--- src/pngpm_pkg.sv ---
// What this block does
// - direction bit 1 output, 0 input
// - modes 1/2 hold pin 6 direction at 1
// - direction register write-only, reads all ones
// - reset loads direction 40 (modes 1/2), 00
// - software standby keeps direction contents
// - output-direction bits read latch, except pin 6
// - input-direction bits read live pin level
// - data bit 6 reads pin 6 always
// - reset and hardware standby clear whole latch; software standby keeps
// - pin 7: wait, else i2c data, else gpio
// - pin 6 system clock out per mode
// - modes 1/2 pins 5,4,3 bus strobes
// - pin 2 gpio, feeds interrupt 0 if enabled
// - pin 1 host write strobe when slave-selected
// - pin 1 feeds interrupt 1 if enabled
// - slave-pin select affects only pins 1, 0
// - pin 0 host chip-select when slave-selected
// - pin 0 feeds interrupt 2, trigger unless chip-select
package pngpm_pkg;
  // ----------------------------------------------------------------
  // register indices, byte address is four times the index
  // ----------------------------------------------------------------
  localparam logic [15:0] PNGPM_DIR_IDX = 16'hFFC0;
  localparam logic [15:0] PNGPM_DATA_IDX = 16'hFFC1;
  localparam logic [15:0] PNGPM_CTRL_IDX = 16'hFFC2;
  // ----------------------------------------------------------------
  // reset values
  // ----------------------------------------------------------------
  localparam logic [7:0] PNGPM_DIR_RST_EXP = 8'h40;
  localparam logic [7:0] PNGPM_DIR_RST_SGL = 8'h00;
  localparam logic [7:0] PNGPM_DATA_RST = 8'h00;
  localparam logic [7:0] PNGPM_CTRL_RST = 8'h00;
  localparam logic [7:0] PNGPM_DIR_READ = 8'hFF;
  // ----------------------------------------------------------------
  // pin and control field positions
  // ----------------------------------------------------------------
  localparam int PNGPM_PIN_CLK = 6;
  localparam int PNGPM_CTL_WAIT = 0;
  localparam int PNGPM_CTL_I2C = 1;
  localparam int PNGPM_CTL_SLV_SEL = 2;
  localparam int PNGPM_CTL_INT0 = 3;
  localparam int PNGPM_CTL_INT1 = 4;
  localparam int PNGPM_CTL_INT2 = 5;
  localparam int PNGPM_CTL_TRG = 6;
endpackage

--- src/pngpm_sync.sv ---
`timescale 1ns/1ns
module pngpm_sync
  import pngpm_pkg::*;
#(
  parameter int WIDTH = 8
) (
  input wire logic clock,
  input wire logic resetn,
  input wire logic [WIDTH-1:0] async_in,
  output logic [WIDTH-1:0] sync_out
);
  logic [WIDTH-1:0] meta_ff;
  logic [WIDTH-1:0] sync_ff;

  // ----------------------------------------------------------------
  // two-stage synchroniser
  // ----------------------------------------------------------------
  always_ff @(posedge clock or negedge resetn) begin
    if (!resetn) begin
      meta_ff <= '0;
      sync_ff <= '0;
    end else begin
      meta_ff <= async_in;
      sync_ff <= meta_ff;
    end
  end

  assign sync_out = sync_ff;
endmodule

--- src/pngpm_pin_cell.sv ---
`timescale 1ns/1ns
module pngpm_pin_cell
  import pngpm_pkg::*;
(
  input wire logic gp_sel,
  input wire logic dir,
  input wire logic latch,
  input wire logic alt_oe,
  input wire logic alt_val,
  output logic nxt_out,
  output logic nxt_oe
);
  // ----------------------------------------------------------------
  // gpio or alternate drive
  // ----------------------------------------------------------------
  assign nxt_oe = gp_sel ? dir : alt_oe;
  assign nxt_out = gp_sel ? latch : alt_val;
endmodule

--- src/pngpm_top.sv ---
`timescale 1ns/1ns
module pngpm_top
  import pngpm_pkg::*;
#(
  parameter int ADDR_W = 18
) (
  input wire logic clock,
  input wire logic resetn,
  input wire logic [ADDR_W-1:0] paddr,
  input wire logic psel,
  input wire logic penable,
  input wire logic pwrite,
  input wire logic [31:0] pwdata,
  output logic [31:0] prdata,
  output logic pready,
  output logic pslverr,
  input wire logic mode_expanded,
  input wire logic slave_mode,
  input wire logic hw_standby,
  input wire logic sys_clock_level,
  input wire logic addr_strobe_out,
  input wire logic wr_strobe_n,
  input wire logic rd_strobe_n,
  input wire logic i2c_sda_drive_low,
  input wire logic [7:0] pin_in,
  output logic [7:0] pin_out,
  output logic [7:0] pin_oe,
  output logic wait_n,
  output logic i2c_sda_in,
  output logic ext_int_0,
  output logic ext_int_1,
  output logic ext_int_2,
  output logic converter_ext_trigger,
  output logic host_write_strobe_in,
  output logic host_chip_select_in
);
  if (ADDR_W < 18 || ADDR_W > 32) begin : g_bad_addr_w
    $error("pngpm_top: ADDR_W must be 18 to 32");
  end

  logic [7:0] port_direction_ff;
  logic [7:0] port_data_latch_ff;
  logic [7:0] ctrl_ff;
  logic init_pending_ff;
  logic [7:0] pin_s;
  logic [7:0] pin_out_ff;
  logic [7:0] pin_oe_ff;
  logic [7:0] nxt_pin_out;
  logic [7:0] nxt_pin_oe;
  logic [7:0] gp_sel;
  logic [7:0] alt_oe;
  logic [7:0] alt_val;
  logic [31:0] prdata_ff;
  logic pready_ff;
  logic pslverr_ff;
  logic [7:0] side_ff;
  logic [15:0] reg_idx;
  logic addr_ok;
  logic hit_dir;
  logic hit_data;
  logic hit_ctrl;
  logic setup;
  logic wr_done;
  logic host_pins;
  logic wait_used;
  logic [7:0] data_read;

  // ----------------------------------------------------------------
  // pin synchroniser
  // ----------------------------------------------------------------
  pngpm_sync #(.WIDTH(8)) u_sync (
    .clock(clock),
    .resetn(resetn),
    .async_in(pin_in),
    .sync_out(pin_s)
  );

  // ----------------------------------------------------------------
  // apb decode
  // ----------------------------------------------------------------
  assign reg_idx = paddr[17:2];
  assign addr_ok = (paddr[1:0] == 2'h0) && ((paddr >> 18) == '0);
  assign hit_dir = addr_ok && (reg_idx == PNGPM_DIR_IDX);
  assign hit_data = addr_ok && (reg_idx == PNGPM_DATA_IDX);
  assign hit_ctrl = addr_ok && (reg_idx == PNGPM_CTRL_IDX);
  assign setup = psel && !penable && !init_pending_ff;
  assign wr_done = psel && penable && pready_ff && pwrite;
  assign host_pins = slave_mode && ctrl_ff[PNGPM_CTL_SLV_SEL];
  assign wait_used = mode_expanded && ctrl_ff[PNGPM_CTL_WAIT];

  always_comb begin
    for (int i = 0; i < 8; i++) begin
      data_read[i] = port_direction_ff[i] ? port_data_latch_ff[i] : pin_s[i];
    end
    data_read[PNGPM_PIN_CLK] = pin_s[PNGPM_PIN_CLK];
  end

  // ----------------------------------------------------------------
  // apb answer, one wait-free access cycle
  // ----------------------------------------------------------------
  always_ff @(posedge clock or negedge resetn) begin
    if (!resetn) begin
      pready_ff <= 1'b0;
      pslverr_ff <= 1'b0;
      prdata_ff <= 32'h0000_0000;
    end else begin
      pready_ff <= setup;
      pslverr_ff <= setup && !(hit_dir || hit_data || hit_ctrl);
      if (setup) begin
        prdata_ff <= 32'h0000_0000;
        if (!pwrite && hit_dir) begin
          prdata_ff[7:0] <= PNGPM_DIR_READ;
        end else if (!pwrite && hit_data) begin
          prdata_ff[7:0] <= data_read;
        end else if (!pwrite && hit_ctrl) begin
          prdata_ff[7:0] <= ctrl_ff;
        end
      end
    end
  end

  // ----------------------------------------------------------------
  // initialisation after reset release or hardware standby
  // ----------------------------------------------------------------
  always_ff @(posedge clock or negedge resetn) begin
    if (!resetn) begin
      init_pending_ff <= 1'b1;
    end else begin
      init_pending_ff <= hw_standby;
    end
  end

  // ----------------------------------------------------------------
  // direction register
  // ----------------------------------------------------------------
  always_ff @(posedge clock or negedge resetn) begin
    if (!resetn) begin
      port_direction_ff <= PNGPM_DIR_RST_SGL;
    end else if (init_pending_ff || hw_standby) begin
      port_direction_ff <= mode_expanded ? PNGPM_DIR_RST_EXP : PNGPM_DIR_RST_SGL;
    end else if (wr_done && hit_dir) begin
      port_direction_ff <= pwdata[7:0];
      if (mode_expanded) begin
        port_direction_ff[PNGPM_PIN_CLK] <= 1'b1;
      end
    end else if (mode_expanded) begin
      port_direction_ff[PNGPM_PIN_CLK] <= 1'b1;
    end
    // otherwise held, also through software standby
  end

  // ----------------------------------------------------------------
  // data latch, bit 6 never stored
  // ----------------------------------------------------------------
  always_ff @(posedge clock or negedge resetn) begin
    if (!resetn) begin
      port_data_latch_ff <= PNGPM_DATA_RST;
    end else if (hw_standby) begin
      port_data_latch_ff <= PNGPM_DATA_RST;
    end else if (wr_done && hit_data) begin
      port_data_latch_ff <= pwdata[7:0] & ~(8'h01 << PNGPM_PIN_CLK);
    end
  end

  // ----------------------------------------------------------------
  // control bits
  // ----------------------------------------------------------------
  always_ff @(posedge clock or negedge resetn) begin
    if (!resetn) begin
      ctrl_ff <= PNGPM_CTRL_RST;
    end else if (hw_standby) begin
      ctrl_ff <= PNGPM_CTRL_RST;
    end else if (wr_done && hit_ctrl) begin
      ctrl_ff <= {1'b0, pwdata[6:0]};
    end
  end

  // ----------------------------------------------------------------
  // pin function selection
  // ----------------------------------------------------------------
  always_comb begin
    gp_sel = 8'hFF;
    alt_oe = 8'h00;
    alt_val = 8'h00;
    if (wait_used) begin
      gp_sel[7] = 1'b0;
    end else if (ctrl_ff[PNGPM_CTL_I2C]) begin
      gp_sel[7] = 1'b0;
      alt_oe[7] = i2c_sda_drive_low;
    end
    gp_sel[6] = 1'b0;
    alt_oe[6] = port_direction_ff[6];
    alt_val[6] = sys_clock_level;
    if (mode_expanded) begin
      gp_sel[5:3] = 3'h0;
      alt_oe[5:3] = 3'h7;
      alt_val[5:3] = {addr_strobe_out, wr_strobe_n, rd_strobe_n};
    end
    if (host_pins) begin
      gp_sel[1:0] = 2'h0;
    end
  end

  for (genvar g = 0; g < 8; g++) begin : g_pin
    pngpm_pin_cell u_cell (
      .gp_sel(gp_sel[g]),
      .dir(port_direction_ff[g]),
      .latch(port_data_latch_ff[g]),
      .alt_oe(alt_oe[g]),
      .alt_val(alt_val[g]),
      .nxt_out(nxt_pin_out[g]),
      .nxt_oe(nxt_pin_oe[g])
    );
  end

  always_ff @(posedge clock or negedge resetn) begin
    if (!resetn) begin
      pin_out_ff <= 8'h00;
      pin_oe_ff <= 8'h00;
    end else begin
      pin_out_ff <= nxt_pin_out;
      pin_oe_ff <= nxt_pin_oe;
    end
  end

  // ----------------------------------------------------------------
  // inputs routed to peripherals, active low, idle high except i2c data, which always follows pin 7
  // ----------------------------------------------------------------
  always_ff @(posedge clock or negedge resetn) begin
    if (!resetn) begin
      side_ff <= 8'hFF;
    end else begin
      side_ff[0] <= wait_used ? pin_s[7] : 1'b1;
      side_ff[1] <= pin_s[7];
      side_ff[2] <= ctrl_ff[PNGPM_CTL_INT0] ? pin_s[2] : 1'b1;
      side_ff[3] <= ctrl_ff[PNGPM_CTL_INT1] ? pin_s[1] : 1'b1;
      side_ff[4] <= ctrl_ff[PNGPM_CTL_INT2] ? pin_s[0] : 1'b1;
      side_ff[5] <= (ctrl_ff[PNGPM_CTL_TRG] && !host_pins) ? pin_s[0] : 1'b1;
      side_ff[6] <= host_pins ? pin_s[1] : 1'b1;
      side_ff[7] <= host_pins ? pin_s[0] : 1'b1;
    end
  end

  assign prdata = prdata_ff;
  assign pready = pready_ff;
  assign pslverr = pslverr_ff;
  assign pin_out = pin_out_ff;
  assign pin_oe = pin_oe_ff;
  assign wait_n = side_ff[0];
  assign i2c_sda_in = side_ff[1];
  assign ext_int_0 = side_ff[2];
  assign ext_int_1 = side_ff[3];
  assign ext_int_2 = side_ff[4];
  assign converter_ext_trigger = side_ff[5];
  assign host_write_strobe_in = side_ff[6];
  assign host_chip_select_in = side_ff[7];
endmodule

--- config.mk ---
export PLATFORM = sky130hd
export DESIGN_NAME = pngpm_top
export DESIGN_NICKNAME = d
export VERILOG_FILES = /design/src/pngpm_pkg.sv /design/src/pngpm_sync.sv /design/src/pngpm_pin_cell.sv /design/src/pngpm_top.sv
export SDC_FILE = /design/constraint.sdc
export NUM_CORES = 1
export LEC_CHECK = 0
export CAP_MARGIN = 20
export CORE_MARGIN = 3
export CORE_UTILIZATION = 62
export DETAILED_ROUTE_END_ITERATION = 7
export DONT_BUFFER_PORTS = 1
export PLACE_DENSITY = 0.78
export SKIP_LAST_GASP = 1
export SYNTH_ARGS = -nofsm -noshare
export SYNTH_HDL_FRONTEND = slang
export SYNTH_SLANG_ARGS = --single-unit
--- constraint.sdc ---
create_clock -name clock -period 1.7 [get_ports clock]
set_clock_uncertainty 0.15 [all_clocks]
set_input_delay 0.17 -clock clock [delete_from_list [all_inputs] [get_ports clock]]
set_output_delay 0.17 -clock clock [all_outputs]
set_load 0.03 [all_outputs]
==> results.toml <==
[global_route]
grt_max_degree = 74
track_usage_pct = 25.08
overflow = 0
first_global_vias = 2247
antenna_found_initial = 0
grt_pass1_wl_mm = 11.13

[logic_synthesis]
synth_top_area_cell = "dfrtp_1"
ys_seq_area_share_pct = 59.72
syn_area_sq_um = 3078
ys_types = 33
yosysMostFrequentCell = "dfrtp_1"
synthTopCellsByCount = "dfrtp_1, a21oi_1, buf_4, nand4_1, o31ai_1"
synth_edf_count = 0
avgSynthCellArea_sq_um = 11.93
synthArstFlopShare_pct = 100.0
synthCells = 258
synth.top_cells.by_area = "dfrtp_1, dfstp_2, buf_4, nand4_1, a21oi_1"
ys.flop_type = "dfrtp_1"
yosys.area.top_type_share_pct = 52.03
ys_ff_latch = 73
ys_warn_count = 0

[power_and_ir_drop]
power_density_nw_per_um2 = 936.4
internal-power_w = 0.002549
p_leak_nw = 1.502
power_frac_clock_pct = 38.3
ir_worst_vdd_uv = 603.8
switchingPower_w = 0.0007795
pwr-share-comb_pct = 7.1
switching_share_pct = 23.42
power.share.sequential_pct = 54.5

[worst_setup_path]
start_kind = "register"
crit_chain = "and4_1 > nand4_1 > buf_4 > o31ai_1 > a21oi_1"
cp.arrival_ns = 1.74
slowest_delay_ns = 0.36
worst_ep_required_time_ns = 1.75
end_kind = "register"
reg2reg_depth = 5
timing_worst_setup_path_type = "register to register"
crit_path_top_delay_cell = "dfrtp_1"
worst-path-stages = 5
path_buf_inv = 1
path_max_fanout = 21
critPathTopFamily = "compound AO/OA/AOI/OAI gates"

[detailed_routing]
drt_pre_antenna_iters = 4
viasPerCell = 6.111
wire_per_inst_um = 19.34
drtAntennaViolNets = 0
drc = 0
routed-via-count = 2194
drt_iter0_markers = 271
wl_mm = 6.943

[run_status]
violations = "negative hold slack"
status = "finished, violations left"

[cts]
cts_tree = "built"
holdBufCountCts = 29
post-cts-setup-buffers = 0
clk_pin_slew_ns = 0.07
clock_path_buffers = 2
clock-sinks = 73
worstSkewPairLatency_ns = 0.35
cts_buffers = 9
root_buffer = "clkbuf_8"
ctsHtreeMaxLevel = 3

[place]
hpwl_mm = 4.251
gp_congestion = 0.8649
port_buffers = 0

[sta]
relSlewSlack_pct = 52.65
worst_pin_slew_ns = 0.7079
max_freq_mhz = 592.1
fin_crit_ns = 1.689
setup_viol = 0
rsz0062_at_grt = "yes"
period_share_pct = 99.34
whs_ns = -0.6364
drv_slew = 0
finalHoldViolations = 73

[run]
drv_cap = 0

[hold_path]
hold_path.class = "input pin to async pin"

[floorplan]
die_w_um = 76.46
start_util_pct = 64.74
ioPinCount = 129
num_rows = 25
fp.coreArea_sq_um = 4755
die_y_um = 76.46
dieArea_sq_um = 5846

[finish]
area_growth_pct = 15.49
finish.utilization_pct = 74.76
drive_above_1_share_pct = 15.07
num_antenna_cells = 0
finalNetCount = 358
-- per-layer routing --
| metal | track usage (%) | routed length, um | vias up |
|---|---|---|---|
| li1 | - | - | 947 |
| met1 | 28.19 | 2549 | 1074 |
| met2 | 42.27 | 3514 | 153 |
| met3 | 10.99 | 718 | 20 |
| met4 | 9.239 | 160 | 0 |
| met5 | 0 | 0 | - |
-- sequential cells by signal (all words and copies together), names as in the netlist --
register and count:
pin_oe 8, pin_out 8, port_direction_ff 8, prdata 8, side_ff 8, u_sync.meta_ff 8, u_sync.sync_out 8, ctrl_ff 7
port_data_latch_ff 7, init_pending_ff 1, pready 1, pslverr 1
-- cells in the final DEF (no fill, tap or decap), types with 2 or more instances in the layout --
master	netlist	final
dfrtp_1	64	64
dlygate4sd3_1	0	29
a21oi_1	25	25
nand4_1	24	24
conb_1	1	24
clkbuf_8	0	13
o31ai_1	14	12
nor2b_1	9	9
dfstp_2	9	9
mux2i_1	8	8
a22o_1	8	8
o21ai_1	7	7
nand2b_1	6	6
or2_2	6	6
o22ai_1	6	6
buf_4	24	6
and4_1	4	4
and2_1	4	4
inv_1	3	3
nor2_1	3	3
nand2_1	3	3
mux2_2	3	3
nor4b_4	1	2
nand3b_1	2	2
o31ai_2	0	2
clkbuf_1	7	2
-- repair_timing --
action,4_1_cts,5_1_grt
endpoints found under the hold margin,129,73
resized for setup,0,2
setup endpoints to repair,0,4
-- layout make-up --
type,count,area [sq um]
clock buffers,15,186.4
multi-input cells,164,1072
inverters,3,11.26
flip-flops and latches,73,1838
repair buffers,36,355.3
well taps,67,83.83
clock inverters,1,7.507
fillers,339,1200
-- through the flow --
stage	setup TNS, ns	cell area (sq um)	cells	worst slack (ns)	power (W)
after floorplan	0	3164	281	0.06591	0.002035
after global placement	0	3060	314	0.1823	0.002000
after detailed placement	0	3060	314	0.1213	0.002002
after CTS	0	3545	359	0.08680	0.003348
after global routing	-0.1294	3555	359	-0.1161	0.003459
final	0	3555	359	0.01122	0.003329
-- cells by family after synthesis --
kind of cell           Yosys count  share of synthesized area [%]
AOI/OAI and AO/OA               63                          12.89
buffers and inverters           44                          8.862
DFF                             73                          59.72
and+or+nand+nor                 66                          14.71
muxes                           11                          3.699
other                            1                         0.1218
-- power by group through the flow --
stage	Sequential, W	Clock (W)	Combinational (W)
after floorplan	0.00184	0	0.000191
after global placement	0.00185	0	0.000155
after detailed placement	0.00185	0	0.000156
after CTS	0.00181	0.00130	0.000232
after global routing	0.00182	0.00139	0.000251
final	0.00182	0.00128	0.000237
-- path summary, 6_finish.rpt --
| path | start | endpoint | slack [ns] |
|---|---|---|---|
| setup / recovery | pready$_DFF_PN0_ | port_data_latch_ff[5]$_DFFE_PN0P_ | 0.01 |
| hold / removal | resetn | port_direction_ff[7]$_DFFE_PN0P_ | -0.64 |
| setup reg to reg | pready$_DFF_PN0_ | port_data_latch_ff[5]$_DFFE_PN0P_ | 0.01 |
| hold reg to reg | u_sync.meta_ff[5]$_DFF_PN0_ | u_sync.sync_out[5]$_DFF_PN0_ | 0.19 |
| max in group asynchronous | resetn | init_pending_ff$_DFF_PN1_ | 1.84 |
| min in group clock | paddr[4] | pslverr$_DFF_PN0_ | 0.03 |
No activity file was read; power rests on OpenSTA's default activity.
